[src/rtl/pfci_pkg.sv]
// Shared constants for the parallel flash command host
package pfci_pkg;
  localparam int ADDR_W = 18;
  localparam int DATA_W = 8;
  localparam int CLK_NS = 50;
  // Bus timing in ns, converted to whole ref_clk cycles (least times round up)
  localparam int T_ACC_NS = 90;
  localparam int T_WP_NS = 70;
  localparam int T_WPH_NS = 50;
  localparam int ACC_CYC = (T_ACC_NS + CLK_NS - 1) / CLK_NS;
  localparam int WP_CYC = (T_WP_NS + CLK_NS - 1) / CLK_NS;
  localparam int WPH_CYC = (T_WPH_NS + CLK_NS - 1) / CLK_NS;
  localparam int SYNC_CYC = 2;
  localparam int RD_CYC = ACC_CYC + SYNC_CYC;
  localparam int PROG_STEPS = 4;
  localparam int ERASE_STEPS = 6;
  localparam logic [7:0] BLOCK_ERASE_CODE = 8'h30;
  localparam int BOOT_MSB = 17;
  localparam int BOOT_LSB = 14;
  localparam logic [3:0] BOOT_TOP_SEL = 4'hf;
  localparam logic [3:0] BOOT_BOT_SEL = 4'h0;
  localparam int POLL_LIMIT_DEF = 2000000;
  typedef enum logic [1:0] {PFCI_READ, PFCI_PROG, PFCI_CHIP_ERASE, PFCI_BLOCK_ERASE} pfci_op_t;
endpackage

[src/rtl/pfci_host.sv]
// Host controller driving a byte-wide parallel flash through its pins
`timescale 1ns/1ns
module pfci_host
  import pfci_pkg::*;
#(
  parameter logic [ADDR_W-1:0] UNLOCK_ADDR1 = 18'h00001,
  parameter logic [ADDR_W-1:0] UNLOCK_ADDR2 = 18'h00002,
  parameter logic [7:0] UNLOCK_DATA1 = 8'h01,
  parameter logic [7:0] UNLOCK_DATA2 = 8'h02,
  parameter logic [7:0] PROG_CODE = 8'h03,
  parameter logic [7:0] ERASE_SETUP_CODE = 8'h04,
  parameter logic [7:0] CHIP_ERASE_CODE = 8'h05,
  parameter bit BOOT_TOP = 1'b1,
  parameter int POLL_LIMIT = POLL_LIMIT_DEF
) (
  input wire logic ref_clk,
  input wire logic resetn,
  input wire logic req_valid,
  output logic req_ready,
  input wire logic [1:0] req_op,
  input wire logic [ADDR_W-1:0] req_addr,
  input wire logic [DATA_W-1:0] req_data,
  input wire logic poll_data_mode,
  input wire logic boot_locked,
  output logic resp_valid,
  output logic [DATA_W-1:0] resp_data,
  output logic resp_err,
  output logic [ADDR_W-1:0] address_in,
  output logic chip_sel_n,
  output logic out_en_n,
  output logic write_en_n,
  output logic [DATA_W-1:0] data_out,
  output logic data_oe,
  input wire logic [DATA_W-1:0] data_in
);
  typedef enum logic [2:0] {S_IDLE, S_LOAD, S_WLOW, S_WHIGH, S_RWAIT, S_RGAP, S_DONE} pfci_st_t;

  logic rst_m, rst_n;
  always_ff @(posedge ref_clk or negedge resetn) begin
    if (!resetn) begin
      rst_m <= 1'b0;
      rst_n <= 1'b0;
    end else begin
      rst_m <= 1'b1;
      rst_n <= rst_m;
    end
  end

  logic [DATA_W-1:0] data_s;
  // Flash data is asynchronous to ref_clk
  pfci_sync #(.W(DATA_W)) u_sync (
    .ref_clk(ref_clk),
    .rst_n(rst_n),
    .d(data_in),
    .q(data_s)
  );

  pfci_st_t state;
  pfci_op_t op;
  logic [2:0] step;
  logic [7:0] cnt;
  logic [31:0] poll_cnt;
  logic [DATA_W-1:0] wdata;
  logic [ADDR_W-1:0] addr_r;
  logic first_rd, prev6, fin, err;

  // Command sequence decode for the bus write about to be loaded
  wire op_prog = (op == PFCI_PROG);
  wire [2:0] last_step = op_prog ? 3'(PROG_STEPS - 1) : 3'(ERASE_STEPS - 1);
  wire at_last = (step == last_step);
  wire [2:0] seq_step = (state == S_WHIGH) ? (step + 3'h1) : 3'h0;
  wire seq_last = (seq_step == last_step);
  wire use_u2 = (seq_step == 3'd1) || (seq_step == 3'd4);
  wire [ADDR_W-1:0] seq_addr = !seq_last ? (use_u2 ? UNLOCK_ADDR2 : UNLOCK_ADDR1) :
                               (op == PFCI_CHIP_ERASE) ? UNLOCK_ADDR1 : addr_r;
  wire [7:0] last_data = op_prog ? wdata :
                         (op == PFCI_CHIP_ERASE) ? CHIP_ERASE_CODE : BLOCK_ERASE_CODE;
  wire [7:0] mid_data = op_prog ? PROG_CODE : ERASE_SETUP_CODE;
  wire [7:0] seq_data = seq_last ? last_data : (seq_step == 3'd2) ? mid_data :
                        use_u2 ? UNLOCK_DATA2 : UNLOCK_DATA1;

  // Boot block window depends on variant; locked device would ignore the attempt anyway
  wire [3:0] req_sel = req_addr[BOOT_MSB:BOOT_LSB];
  wire req_boot = BOOT_TOP ? (req_sel == BOOT_TOP_SEL) : (req_sel == BOOT_BOT_SEL);
  wire req_refused = boot_locked && req_boot &&
                     ((req_op == 2'(PFCI_PROG)) || (req_op == 2'(PFCI_BLOCK_ERASE)));

  // Completion test on each poll read
  wire data_poll_ok = op_prog ? (data_s[7] == wdata[7]) : data_s[7];
  wire toggle_ok = !first_rd && (data_s[6] == prev6);
  wire poll_done = poll_data_mode ? data_poll_ok : toggle_ok;
  wire rd_end = (cnt == 8'(RD_CYC - 1));
  wire poll_timeout = (poll_cnt == 32'(POLL_LIMIT));

  // Pin decode from state
  assign req_ready = (state == S_IDLE);
  assign chip_sel_n = !((state == S_WLOW) || (state == S_WHIGH) || (state == S_RWAIT));
  assign write_en_n = (state != S_WLOW);
  assign out_en_n = (state != S_RWAIT);
  // Drive data only while the device output enable is off
  assign data_oe = (state == S_LOAD) || (state == S_WLOW) || (state == S_WHIGH);

  always_ff @(posedge ref_clk or negedge rst_n) begin
    if (!rst_n) begin
      state <= S_IDLE;
      op <= PFCI_READ;
      step <= 3'h0;
      cnt <= 8'h00;
      poll_cnt <= 32'h0;
      wdata <= 8'h00;
      addr_r <= '0;
      first_rd <= 1'b1;
      prev6 <= 1'b0;
      fin <= 1'b0;
      err <= 1'b0;
      address_in <= '0;
      data_out <= 8'h00;
      resp_valid <= 1'b0;
      resp_data <= 8'h00;
      resp_err <= 1'b0;
    end else begin
      resp_valid <= 1'b0;
      unique case (state)
        S_IDLE: begin
          if (req_valid) begin
            op <= pfci_op_t'(req_op);
            addr_r <= req_addr;
            wdata <= req_data;
            step <= 3'h0;
            cnt <= 8'h00;
            poll_cnt <= 32'h0;
            first_rd <= 1'b1;
            fin <= 1'b0;
            err <= 1'b0;
            address_in <= req_addr;
            if (req_refused) begin
              err <= 1'b1;
              state <= S_DONE;
            end else if (req_op == 2'(PFCI_READ)) begin
              state <= S_RWAIT;
            end else begin
              // First unlock write is the same for every command
              address_in <= seq_addr;
              data_out <= seq_data;
              state <= S_LOAD;
            end
          end
        end
        S_LOAD: begin
          // Pins were loaded on entry, so they settle a cycle before select and strobe fall
          cnt <= 8'h00;
          state <= S_WLOW;
        end
        S_WLOW: begin
          cnt <= cnt + 8'h01;
          if (cnt == 8'(WP_CYC - 1)) begin
            cnt <= 8'h00;
            state <= S_WHIGH;
          end
        end
        S_WHIGH: begin
          cnt <= cnt + 8'h01;
          if (cnt == 8'(WPH_CYC - 1)) begin
            cnt <= 8'h00;
            if (at_last) begin
              address_in <= addr_r;
              state <= S_RWAIT;
            end else begin
              address_in <= seq_addr;
              data_out <= seq_data;
              step <= step + 3'h1;
              state <= S_LOAD;
            end
          end
        end
        S_RWAIT: begin
          cnt <= cnt + 8'h01;
          if (rd_end) begin
            cnt <= 8'h00;
            resp_data <= data_s;
            prev6 <= data_s[6];
            first_rd <= 1'b0;
            poll_cnt <= poll_cnt + 32'h1;
            if (op == PFCI_READ || poll_done) begin
              fin <= 1'b1;
            end else if (poll_timeout) begin
              fin <= 1'b1;
              err <= 1'b1;
            end
            state <= S_RGAP;
          end
        end
        S_RGAP: begin
          // Output enable rises between polls so each is a separate read
          state <= fin ? S_DONE : S_RWAIT;
        end
        S_DONE: begin
          resp_valid <= 1'b1;
          resp_err <= err;
          state <= S_IDLE;
        end
        default: begin
          state <= S_IDLE;
        end
      endcase
    end
  end

  // Checking helpers: write strobes since the request was taken
  logic [3:0] we_falls;
  logic we_d;
  always_ff @(posedge ref_clk or negedge rst_n) begin
    if (!rst_n) begin
      we_falls <= 4'h0;
      we_d <= 1'b1;
    end else begin
      we_d <= write_en_n;
      if (state == S_IDLE) begin
        we_falls <= 4'h0;
      end else if (we_d && !write_en_n) begin
        we_falls <= we_falls + 4'h1;
      end
    end
  end
endmodule

[src/rtl/pfci_sync.sv]
// Two-stage synchroniser for a bus of asynchronous inputs
`timescale 1ns/1ns
module pfci_sync #(
  parameter int W = 8
) (
  input wire logic ref_clk,
  input wire logic rst_n,
  input wire logic [W-1:0] d,
  output logic [W-1:0] q
);
  logic [W-1:0] meta;
  always_ff @(posedge ref_clk or negedge rst_n) begin
    if (!rst_n) begin
      meta <= '0;
      q <= '0;
    end else begin
      meta <= d;
      q <= meta;
    end
  end
endmodule

[config.mk]
export PLATFORM = sky130hd
export DESIGN_NAME = pfci_host
export DESIGN_NICKNAME = d
export VERILOG_FILES = /design/src/rtl/pfci_pkg.sv /design/src/rtl/pfci_host.sv /design/src/rtl/pfci_sync.sv
export SDC_FILE = /design/constraint.sdc
export NUM_CORES = 1
export LEC_CHECK = 0
export ABC_AREA = 1
export BUFFER_PORTS_ARGS = -buffer_cell sky130_fd_sc_hd__buf_2
export CAP_MARGIN = 25
export CORE_MARGIN = 1.5
export CORE_UTILIZATION = 50
export CTS_CLUSTER_SIZE = 28
export DETAILED_ROUTE_END_ITERATION = 10
export PLACE_DENSITY = 0.7
export SLEW_MARGIN = 20
export SYNTH_ARGS = -nofsm -noshare
export SYNTH_HDL_FRONTEND = slang
export SYNTH_SLANG_ARGS = --single-unit
[constraint.sdc]
create_clock -name ref_clk -period 7.4 [get_ports ref_clk]
set_clock_uncertainty 0.05 [all_clocks]
set_input_delay 0.74 -clock ref_clk [delete_from_list [all_inputs] [get_ports ref_clk]]
set_output_delay 0.74 -clock ref_clk [all_outputs]
set_load 0.01 [all_outputs]
Yosys cells after proc, flatten, opt, wreduce, memory -nomap -nowiden:

Cells that the tools add are included.

* bits in registers: 132
* bits of input ports: 41

* add/subtract/negate cells: 3
* equality and inequality tests: 33
* mux-type cells: 60
* reductions and logical operators: 29

Operators by type and width (number)
* 2-to-1 mux 18 bit: 7
* 2-to-1 mux 8 bit: 11
* 2-to-1 mux 32 bit: 2
* one-hot mux 32 bit (2 select lines): 1
* 2-to-1 mux 3 bit: 14
* one-hot mux 8 bit (5 select lines): 1
* one-hot mux 18 bit (2 select lines): 1
* adder 32 x 1 -> 32 bit (second input constant): 1
* == test 32 x 21 -> 1 bit (second input constant): 1
* one-hot mux 3 bit (6 select lines): 1
* one-hot mux 8 bit (2 select lines): 1
* != test 2 bit (second input constant): 7
* 2-to-1 mux 1 bit: 13
* == test 3 bit (second input constant): 4
* AND reduction 4 bit: 3
* == test 3 x 2 -> 1 bit (second input constant): 3
* adder 8 x 1 -> 8 bit (second input constant): 1
* == test 8 x 1 -> 1 bit (second input constant): 1
* == test 8 x 2 -> 1 bit (second input constant): 1
* zero test 8 bit: 1
* logical OR 1 bit: 7
* == test 3 x 1 -> 1 bit (second input constant): 2
* == test 3 bit: 2
* 2-to-1 mux 2 bit: 3
* other kinds (21): 36

Longest topological paths before layout:

* depth in word-level cells: 11
* mapped depth: 13
* mapped depth without buffers: 13

Cells and area by module:

A second synthesis with hierarchy kept.

* cell total of the unflattened synthesis: 923
* area, all modules: 6940.4 µm²

By module, submodules not included
* pfci_host: instances 1, cells an instance 907, area an instance 6540.0 µm², seq. area each 2879.0 µm²
* pfci_sync: instances 1, cells an instance 16, area an instance 400.4 µm², seq. area each 400.4 µm²

Least setup slack after synthesis:

No wires, ideal clock.

* kind: register to output
* from: reg state[1]
* to: out chip_sel_n
* arrival: 1.289 ns
* data required time: 6.610 ns
* setup slack: 5.321 ns
* cell stages (with the launch flop): 6
* cells stage by stage: dfrtp_1 nor2_2 inv_2 nor2_4 clkbuf_1 a21oi_1

* longest elaborated chain between the ends: 4

RTL lines
* start: declaration: RTL line pfci_host.sv:58 `pfci_st_t state;`
* start signal: assignment: RTL line pfci_host.sv:195 `state <= fin ? S_DONE : S_RWAIT;`
* == test 3 x 2 -> 1 bit: RTL line pfci_host.sv:97 `assign chip_sel_n = !((state == S_WLOW) || (state == S_WHIGH) || (state == S_RWAIT));`
* logical OR 1 bit: RTL line pfci_host.sv:97
* logical OR 1 bit (*): RTL line pfci_host.sv:97
* zero test 1 bit (*): RTL line pfci_host.sv:97
* end: declaration: RTL line pfci_host.sv:29 `output logic chip_sel_n,`

Every way passes the cells marked *; elsewhere a longest branch is shown, timed or not.

Final worst setup path:

Ends and elaborated chain as after synthesis.

==> results.toml <==
[run_status]
outcome = "completed"

[yosys]
avgSynthCellArea_um2 = 7.61
synthArstFlopShare_pct = 100
ys_seq_area_share_pct = 47.6
synthTopCellsByArea = "dfrtp_1, nand2_1, inv_1"
ys.flop_type = "dfrtp_1"
yosysTopAreaCellShare_pct = 47.2
synth-edff-count = 0
synth_fp_nets = 952
ys_ff_latch = 131
synth.most_common_cell = "nand2_1"
yosysWarnings = 0
syn_area_mm2 = 0.00689
synthTopCellsByCount = "nand2_1, dfrtp_1, inv_1, nor2_1, o21ai_0"
synth_cell_type_count = 40
synth_area_leader_cell = "dfrtp_1"
synth_cells = 905

[grt]
antenna_found_initial = 0
grt-ovfl-total = 0
grt_max_degree = 71
grt_pass1_vias = 5532
grt_pass1_wl_um = 26600
track_usage_pct = 23.3

[worst_setup_path]
required_ns = 6.61
end_kind = "output pin"
arrival_ns = 2.11
worst-path-max-fanout = 28
startpoint_type = "flip-flop"
critPathKind = "flip-flop to output pin"

[place]
dp_hpwl_um = 11100
port_buffers = 81
routabilityCongestion = 0.911
placed_area_mm2 = 0.00741

[cts]
cts-root-buf = "clkbuf_16"
clk_path_buf_depth = 2
clock_sinks = 131
ctsHtreeMaxLevel = 4
path_clk_slew_ns = 0.06
cts_tree = "done"
cts_setup_buffers = 0
cts_made_buffers = 17
cts.repair.resized = 0
clock_latency_ns = 0.43
ctsHoldBuffers = 0

[routing]
antenna_left = 0
routedWlPerCell_um = 13.5
dr.pass1.iters = 6
drt-total-wl_um = 15900
drc = 0
viasPerCell = 5.17
drtIter0Drc = 421
num_vias = 6073

[final_layout]
nFillCells = 1288
syn2layout_area_growth_pct = 16.0
diodes = 0
fin_nets = 1033
multiInputGateArea_mm2 = 0.00304
final_area_mm2 = 0.00799
drive_gt1_share_pct = 16.7
regArea_mm2 = 0.00328

[timing]
relSlewSlack_pct = 41.2
finalHoldViolCount = 0
setup_viol = 0
min_period_ns = 2.90
grt_setup_unrepaired = "no"
fin_tns_setup_ns = 0
fmax_ghz = 0.345
slew_viol_final = 0
fin_crit_sh_pct = 39.2
tightestPinTransition_ns = 0.882

[floorplanning]
num_io_pins = 82
coreArea_mm2 = 0.0133
die_h_um = 120
rows = 42
dieArea_mm2 = 0.0145
die_w_um = 120
start_util_pct = 51.6

[worst_hold_path]
hp-class = "input port to async pin"

[job]
cap_viol_max_count = 0

[power]
power_leakage_nw = 3.95
ir_worst_vdd_uv = 230
p_per_area_mw_per_mm2 = 334
-- through the flow --
| stage | util, % | std cells | hold WS [ns] | setup WS [ns] | total power [mW] |
|---|---|---|---|---|---|
| 6_report | 59.9 | 1175 | 0.0386 | 4.50 | 2.67 |
| 4_1_cts | 59.9 | 1175 | 0.0257 | 4.48 | 2.68 |
| 2_1_floorplan | - | 905 | 0.281 | 3.43 | 1.61 |
| 5_1_grt | 59.9 | 1175 | 0.0219 | 4.28 | 2.84 |
| 3_5_place_dp | 55.5 | 1143 | 0.286 | 4.60 | 1.85 |
| 3_3_place_gp | 55.5 | 1143 | 0.283 | 4.64 | 1.83 |
-- state kept, by name (all words and copies together) (netlist names), 8 cells and up --
register     count
poll_cnt        32
addr_r          18
address_in      18
cnt              8
data_out         8
resp_data        8
u_sync.meta      8
u_sync.q         8
wdata            8
-- final cells by class --
class / instances / area share [%]
repair buffers: 83 / 5.26
multi-input cells: 634 / 38.0
flip-flops and latches: 131 / 41.1
inverters: 119 / 5.65
well taps: 176 / 2.75
clock inverters: 12 / 1.66
clock buffers: 20 / 5.59
-- logic make-up after synthesis --
| group | count (synthesis) | synth area share [%] |
|---|---|---|
| other cells | 1 | 0.0544 |
| simple gates | 498 | 31.7 |
| buf+inv | 140 | 8.30 |
| xor+xnor | 8 | 1.02 |
| compound gates | 120 | 10.1 |
| fa+ha+maj | 6 | 1.09 |
| flops | 131 | 47.6 |
| mux | 1 | 0.163 |
-- metal layers --
metal | GRT usage, % | part of all wire, % | routed length, µm
met4 | 8.46 | 1.7 | 267
met5 | 0 | 0 | 0
met1 | 32.9 | 48 | 7650
met3 | 4.72 | 5.3 | 845
met2 | 35.7 | 45 | 7110
-- cells in the final DEF, fill, tap and decap left out, types with 2 or more instances in the layout --
| master | Yosys | layout |
|---|---|---|
| a21oi_1 | 16 | 16 |
| a21oi_2 | 10 | 10 |
| buf_2 | 9 | 81 |
| buf_4 | 5 | 2 |
| bufinv_16 | 0 | 2 |
| clkbuf_1 | 6 | 2 |
| clkbuf_16 | 0 | 17 |
| clkinv_2 | 0 | 3 |
| clkinv_4 | 0 | 3 |
| clkinvlp_4 | 0 | 3 |
| dfrtp_1 | 130 | 129 |
| ha_1 | 6 | 6 |
| inv_1 | 112 | 112 |
| inv_2 | 5 | 5 |
| inv_4 | 2 | 2 |
| nand2_1 | 278 | 278 |
| nand2_2 | 9 | 9 |
| nand2_4 | 3 | 3 |
| nand3_1 | 43 | 43 |
| nand3_2 | 2 | 2 |
| nand3_4 | 3 | 3 |
| nand4_1 | 25 | 25 |
| nor2_1 | 104 | 104 |
| nor2_2 | 2 | 2 |
| nor2_4 | 5 | 5 |
| nor3_1 | 19 | 19 |
| nor3_2 | 2 | 2 |
| o21ai_0 | 69 | 69 |
| o21ai_1 | 12 | 12 |
| o21ai_2 | 4 | 4 |
| o31ai_1 | 3 | 3 |
| xor2_1 | 8 | 8 |
-- report_power, final --
part           switching (mW)  internal, mW  total (mW)
sequential              0.125         0.894        1.02
combinational           0.544         0.272       0.815
clock                   0.328         0.505       0.833
-- worst paths after layout --
path / start / to / slack [ns] / depth (start not counted)
setup / recovery: state[1] / chip_sel_n / 4.50 / 5
hold / removal: resetn / rst_n / 0.04 / 1
setup reg to reg: state[1] / poll_cnt[4] / 4.57 / 9
hold reg to reg: u_sync.meta[1] / u_sync.q[1] / 0.30 / 0
max in group asynchronous: rst_n / address_in[17] / 5.55 / 1
min in group ref_clk: u_sync.meta[1] / u_sync.q[1] / 0.30 / 0
-- critical path, cell delays in order, from the launching register on --
cell	delay, ns
dfrtp_1	0.46
nor2_2	0.21
inv_2	0.09
nor2_4	0.56
a21oi_1	0.16
buf_2	0.19
Power figures use the tool's default switching activity.
